### config.mk
export PLATFORM = sky130hd
export DESIGN_NAME = pcm_monitor
export DESIGN_NICKNAME = d
export VERILOG_FILES = /design/src/inc/pcm_pkg.sv /design/src/pcm_monitor.sv
export SDC_FILE = /design/constraint.sdc
export NUM_CORES = 1
export LEC_CHECK = 0
export BUFFER_PORTS_ARGS = -buffer_cell sky130_fd_sc_hd__buf_2
export CAP_MARGIN = 20
export CORE_ASPECT_RATIO = 1.5
export CORE_MARGIN = 8
export CORE_UTILIZATION = 31
export CTS_CLUSTER_SIZE = 12
export DETAILED_ROUTE_END_ITERATION = 7
export HOLD_SLACK_MARGIN = 0.1
export MAX_ROUTING_LAYER = met4
export SLEW_MARGIN = 20
export SYNTH_ARGS = -nofsm -noshare
export SYNTH_HDL_FRONTEND = slang
export SYNTH_SLANG_ARGS = --single-unit
### constraint.sdc
create_clock -name hclk -period 8 [get_ports hclk]
set_input_delay 1.6 -clock hclk [delete_from_list [all_inputs] [get_ports hclk]]
set_output_delay 1.6 -clock hclk [all_outputs]
set_load 0.02 [all_outputs]
### src/inc/pcm_pkg.sv
// Constants, register map and carrier types for the program counter monitor.
// Assumes a single AHB-Lite slave on hclk; register byte address is index * 4.
// Functional notes
// Live counter low bits readable, reset zero.
// Clear bit set forces counter zero, frozen.
// Clear bit zero lets counter advance.
// Clear bit is bit zero, resets zero.
// Clear set then released zeroes all-time max.
// Peak of last frame or block captured.
// Frame peak upper byte in low bits.
// Frame peak lower sixteen bits readable.
// Clear bit also clears frame peak.
// All-time max kept across frames until cleared.
// All-time max upper byte in low bits.
// All-time max lower sixteen bits readable.
// Frame end raises all-time max if larger.
package pcm_pkg;

    localparam int          PCM_PC_W      = 24;
    localparam int          PCM_IDX_W     = 16;
    localparam int          PCM_IDX_LSB   = 2;

    // Register indices; byte address is index shifted left by two
    localparam logic [15:0] PCM_IDX_PC_HI = 16'hf460;
    localparam logic [15:0] PCM_IDX_PC_LO = 16'hf461;
    localparam logic [15:0] PCM_IDX_CLR   = 16'hf462;
    localparam logic [15:0] PCM_IDX_FP_HI = 16'hf463;
    localparam logic [15:0] PCM_IDX_FP_LO = 16'hf464;
    localparam logic [15:0] PCM_IDX_AT_HI = 16'hf465;
    localparam logic [15:0] PCM_IDX_AT_LO = 16'hf466;

    localparam int          PCM_CLR_BIT   = 0;
    localparam logic        PCM_CLR_RST   = 1'b0;
    localparam logic [23:0] PCM_PC_RST    = 24'h000000;
    localparam logic [31:0] PCM_RD_ZERO   = 32'h00000000;

    // AHB address phase captured for the following data phase
    typedef struct packed {
        logic                 wr;
        logic                 valid;
        logic [PCM_IDX_W-1:0] idx;
    } pcm_aphase_t;

endpackage : pcm_pkg

### src/pcm_monitor.sv
// Program counter monitor: live counter, frame peak and all-time peak.
// Assumes the core drives step, jump and frame_end on hclk; one AHB-Lite master.
`timescale 1ns/1ps
module pcm_monitor
    import pcm_pkg::*;
#(
    parameter int PC_W = PCM_PC_W
)
(
    // Clock and reset
    input  wire logic            hclk,
    input  wire logic            hresetn,
    // AHB-Lite slave
    input  wire logic            hsel,
    input  wire logic [31:0]     haddr,
    input  wire logic [1:0]      htrans,
    input  wire logic            hwrite,
    input  wire logic [2:0]      hsize,
    input  wire logic [31:0]     hwdata,
    input  wire logic            hready,
    output logic      [31:0]     hrdata,
    output logic                 hreadyout,
    output logic                 hresp,
    // DSP core sequencing
    input  wire logic            core_step,
    input  wire logic            core_jump,
    input  wire logic [PC_W-1:0] core_target,
    input  wire logic            frame_end,
    // Counter back to the core
    output logic      [PC_W-1:0] pc_value,
    output logic                 pc_frozen
);

    ////////////////////////////////////////////////////////////////////////
    // State
    pcm_aphase_t      aph_ff;
    logic [31:0]      rdata_ff;
    logic             ready_ff;
    logic             pc_clear_bit_ff;
    logic             clr_prev_ff;
    logic [PC_W-1:0]  pc_ff;
    logic [PC_W-1:0]  run_peak_ff;
    logic [PC_W-1:0]  frame_peak_ff;
    logic [PC_W-1:0]  alltime_peak_ff;

    ////////////////////////////////////////////////////////////////////////
    // Bus decode
    wire              take     = hsel & hready & htrans[1];
    wire [15:0]       rd_idx   = haddr[PCM_IDX_LSB +: PCM_IDX_W];
    wire              wr_clr   = aph_ff.valid & aph_ff.wr & (aph_ff.idx == PCM_IDX_CLR);
    pcm_aphase_t      nxt_aph;
    assign nxt_aph.wr    = hwrite;
    assign nxt_aph.valid = take;
    assign nxt_aph.idx   = rd_idx;

    wire [7:0]        pc_high_register   = pc_ff[23:16];
    wire [15:0]       pc_low_bits        = pc_ff[15:0];
    wire [7:0]        frame_peak_upper   = frame_peak_ff[23:16];
    wire [15:0]       frame_peak_lower   = frame_peak_ff[15:0];
    wire [7:0]        alltime_peak_upper = alltime_peak_ff[23:16];
    wire [15:0]       alltime_peak_lower = alltime_peak_ff[15:0];

    // Reserved bits read zero; unmapped indices read zero with OKAY
    logic [31:0] rd_mux;
    always_comb
    begin
        case (rd_idx)
            PCM_IDX_PC_HI: rd_mux = {24'h000000, pc_high_register};
            PCM_IDX_PC_LO: rd_mux = {16'h0000, pc_low_bits};
            PCM_IDX_CLR:   rd_mux = {31'h00000000, pc_clear_bit_ff};
            PCM_IDX_FP_HI: rd_mux = {24'h000000, frame_peak_upper};
            PCM_IDX_FP_LO: rd_mux = {16'h0000, frame_peak_lower};
            PCM_IDX_AT_HI: rd_mux = {24'h000000, alltime_peak_upper};
            PCM_IDX_AT_LO: rd_mux = {16'h0000, alltime_peak_lower};
            default:       rd_mux = PCM_RD_ZERO;
        endcase
    end

    wire [31:0]       nxt_rdata = (take & ~hwrite) ? rd_mux : rdata_ff;
    wire              nxt_clear = wr_clr ? hwdata[PCM_CLR_BIT] : pc_clear_bit_ff;

    ////////////////////////////////////////////////////////////////////////
    // Counter and peaks
    wire [PC_W-1:0]   pc_inc    = pc_ff + {{(PC_W-1){1'b0}}, 1'b1};
    wire [PC_W-1:0]   nxt_pc    = pc_clear_bit_ff ? PCM_PC_RST :
                                  core_jump       ? core_target :
                                  core_step       ? pc_inc : pc_ff;
    // Peak includes the value held in the cycle of the boundary itself
    wire [PC_W-1:0]   cand      = (pc_ff > run_peak_ff) ? pc_ff : run_peak_ff;
    wire              released  = clr_prev_ff & ~pc_clear_bit_ff;
    wire [PC_W-1:0]   nxt_run   = pc_clear_bit_ff ? PCM_PC_RST :
                                  frame_end       ? nxt_pc : cand;
    wire [PC_W-1:0]   nxt_frame = pc_clear_bit_ff ? PCM_PC_RST :
                                  frame_end       ? cand : frame_peak_ff;
    // Release of the clear bit beats a frame end in the same cycle
    wire [PC_W-1:0]   nxt_all   = released ? PCM_PC_RST :
                                  (frame_end & ~pc_clear_bit_ff & (cand > alltime_peak_ff))
                                  ? cand : alltime_peak_ff;

    ////////////////////////////////////////////////////////////////////////
    // Registers
    always_ff @(posedge hclk or negedge hresetn)
    begin
        if (!hresetn)
        begin
            aph_ff   <= '0;
            rdata_ff <= PCM_RD_ZERO;
            ready_ff <= 1'b0;
        end
        else
        begin
            aph_ff   <= nxt_aph;
            rdata_ff <= nxt_rdata;
            ready_ff <= 1'b1;
        end
    end

    always_ff @(posedge hclk or negedge hresetn)
    begin
        if (!hresetn)
        begin
            pc_clear_bit_ff <= PCM_CLR_RST;
            clr_prev_ff     <= PCM_CLR_RST;
        end
        else
        begin
            pc_clear_bit_ff <= nxt_clear;
            clr_prev_ff     <= pc_clear_bit_ff;
        end
    end

    always_ff @(posedge hclk or negedge hresetn)
    begin
        if (!hresetn)
        begin
            pc_ff           <= PCM_PC_RST;
            run_peak_ff     <= PCM_PC_RST;
            frame_peak_ff   <= PCM_PC_RST;
            alltime_peak_ff <= PCM_PC_RST;
        end
        else
        begin
            pc_ff           <= nxt_pc;
            run_peak_ff     <= nxt_run;
            frame_peak_ff   <= nxt_frame;
            alltime_peak_ff <= nxt_all;
        end
    end

    assign hrdata    = rdata_ff;
    assign hreadyout = ready_ff;
    assign hresp     = 1'b0;
    assign pc_value  = pc_ff;
    assign pc_frozen = pc_clear_bit_ff;
endmodule : pcm_monitor

==> impl_metrics.toml <==
[clock_tree]
numCtsBuffers = 17
clk_latency_ns = 0.42
cts_setup_buffers = 0
cts_tree = "yes"
hold_buffers = 0
root_buffer = "clkbuf_16"
clockBufferDepth = 2
cts_sinks = 133
clk_pin_slew_worst_paths_ns = 0.06
h-tree-depth = 4
ctsResizeCount = 0

[detailed_routing]
ant_nets = 0
routedWlPerCell_um = 18.17
firstDrtPassIters = 5
vias = 5935
drc = 0
drt-total-wl_mm = 21.19
viasPerCell = 5.090
drt-initial-drc-count = 361

[placed_design]
io_buffers = 91
dp_cells = 1133
gp_congestion = 0.8583
hpwl_mm = 15.53

[timing]
slew_viol_final = 0
setup_viol = 0
clock.fmax_ghz = 0.1740
clock_skew_ns = 0.007643
timing.final.crit_share = 0.7183
worstMarginPinSlew_ns = 0.8286
grt_setup_unrepaired = "no"
period_needed_ns = 5.746
maxSlewHeadroom = 0.4464
finalHoldViolCount = 0
finalSetupTns_ns = 0

[power]
p_leak_nw = 4.062
peakVddDrop_uv = 159.2
power_density_mw_per_mm2 = 285.0
fin_total_pwr_mw = 2.479

[floorplanning]
row_count = 69
pin_count = 160
dieHeight_um = 205.5
die_w_um = 142.4
dieArea_sq_mm = 0.02926
initial_utilization = 0.3139
core_area_sq_mm = 0.02366

[critical_path]
crit_fanout = 28
crit_arrival_ns = 6.09
start_kind = "flop"
crit_required_ns = 8.34
endpoint_kind = "flop"
path_class = "reg2reg"
r2r_setup_slack_ns = 2.25

[synthesis]
dominantRegCellSynth = "dfrtp_1"
yosysWarnings = 0
synth-seq-cells = 133
seq_area_frac_synth = 0.4483
syn_inst = 754
synth_area_per_cell_sq_um = 9.847
async_flop_share = 1.000
yosys.cell_types.count = 53
synth-edff-count = 0
syn_area_sq_mm = 0.007425

[global_route]
groute.usage.overall = 0.1533
grt_pass1_vias = 6002
grt_pass1_wl_mm = 33.60
grt.overflow.total = 0
grt_max_degree = 84
antenna_found_initial = 0

[layout]
fillers = 2442
final_nets = 984
syn2layout_area_growth_pct = 17.12
instances_no_fill = 1166
drive_gt1_frac = 0.1629
n_antenna_cell = 0

[hold_path]
hold_path_class = "reg2reg"

[outcome]
outcome = "completed"

[job]
max_cap_violations = 0
-- cell type report --
cell class	count	area, sq um	area share
clock buffers	22	464.2	0.05338
clock inverters	10	106.4	0.01223
inverters	76	285.3	0.03281
multi-input cells	504	3560	0.4094
flip-flops and latches	133	3329	0.3829
well taps	319	399.1	0.04590
repair buffers	102	551.8	0.06345
-- placed cells by master, fill, tap and decap left out, types with 3 or more instances in the layout --
master and instances:
a2bb2oi_1 6, clkbuf_1 3, nand2_1 25, o311ai_0 4, nand2b_1 5, nor3b_1 5
inv_1 75, buf_4 10, nor3_1 9, xor2_1 10, a222oi_1 7, nand4b_1 4
and3_1 4, xnor2_1 12, ha_1 49, and4_1 4, clkbuf_16 17, conb_1 18
mux4_2 3, a21o_1 4, mux2i_1 39, nand3_1 16, a22oi_1 20, dfrtp_1 132
nor4b_1 4, nand4_1 18, nor2_1 77, clkinv_2 6, a21oi_1 46, a211oi_1 34
buf_2 90, or4b_1 5, o2bb2ai_1 24, o21ai_0 28
-- metrics by stage --
| stage | hold slack (ns) | instance area (sq um) | setup WS (ns) | util |
|---|---|---|---|---|
| floorplan | 0.4724 | 7485 | 3.719 | - |
| global placement | 0.4628 | 8110 | 2.292 | 0.3429 |
| detailed placement | 0.4676 | 8110 | 2.207 | 0.3429 |
| CTS | 0.4811 | 8681 | 2.218 | 0.3670 |
| global route | 0.5170 | 8696 | 1.794 | 0.3676 |
| finish | 0.4812 | 8696 | 2.254 | 0.3676 |
-- metal layers --
layer | routed length [um] | global-route usage | part of all wire
met5 | 0 | - | 0
met4 | 417 | 0.05448 | 0.020
met3 | 927 | 0.02787 | 0.044
met2 | 10790 | 0.2570 | 0.51
met1 | 9050 | 0.1812 | 0.43
-- cell usage after synthesis (all sizes together) (5+ instances only) --
master,number,area share
ha,49,0.083
nand3,16,0.011
nor2,77,0.039
nand2b,5,0.0042
buf,26,0.026
clkbuf,31,0.016
o21ai,28,0.019
inv,75,0.038
dfrtp,133,0.45
xnor2,12,0.014
nand2,25,0.013
a2bb2oi,6,0.0071
a21oi,46,0.031
a22oi,20,0.020
a222oi,7,0.0094
mux2i,39,0.053
o2bb2ai,24,0.028
o311ai,5,0.0059
a211oi,34,0.034
or4b,5,0.0067
xor2,10,0.012
nand4,18,0.015
nor3,9,0.0061
nor3b,5,0.0051
-- sequential cells by signal, summed over array words and instances (netlist names) --
signal           cells
frame_peak_ff       24
aph_ff              18
alltime_peak_ff     24
hrdata              16
pc_frozen            1
hreadyout            1
pc_value            24
run_peak_ff         24
clr_prev_ff          1
-- power breakdown --
part,total [mW],switching [mW],internal [mW]
clock,0.761,0.289,0.472
combinational,0.787,0.461,0.326
sequential,0.930,0.119,0.811
total,2.48,0.870,1.61
-- cell families (layout without fill, tap and decap cells) --
group | count (synthesis) | in the layout | share of synthesized area
flip-flops | 133 | 133 | 0.4483
other | 2 | 18 | 0.001011
adder cells (fa/ha/maj) | 49 | 49 | 0.08258
multiplexers | 43 | 43 | 0.06319
XOR/XNOR | 22 | 22 | 0.02595
buffers and inverters | 133 | 210 | 0.08038
AND/OR/NAND/NOR | 184 | 184 | 0.1245
AO/OA/AOI/OAI | 188 | 188 | 0.1741
-- worst paths after layout --
check / startpoint / end / depth (start not counted)
max: pc_value[15] / alltime_peak_ff[23] / 16
min: hrdata[0] / hrdata[0] / 2
max reg2reg: pc_value[15] / alltime_peak_ff[23] / 16
min reg2reg: hrdata[0] / hrdata[0] / 2
max in group asynchronous: hresetn / hrdata[7] / 2
min in group asynchronous: hresetn / pc_value[2] / 1
-- worst max-delay path: stages, from the launching register on --
cell and delay, ns:
dfrtp_1 0.48, ha_1 0.38, nand4_1 0.16, or4_4 0.62
nor4_1 0.29, a21o_1 0.34, buf_4 0.45, mux2i_1 0.52
inv_1 0.10, ha_1 0.32, nand4_1 0.19, a21oi_1 0.08
a211oi_1 0.37, o211ai_1 0.18, a21boi_1 0.66, buf_4 0.37
o2bb2ai_1 0.14
No activity file was read; power rests on OpenSTA's default activity.
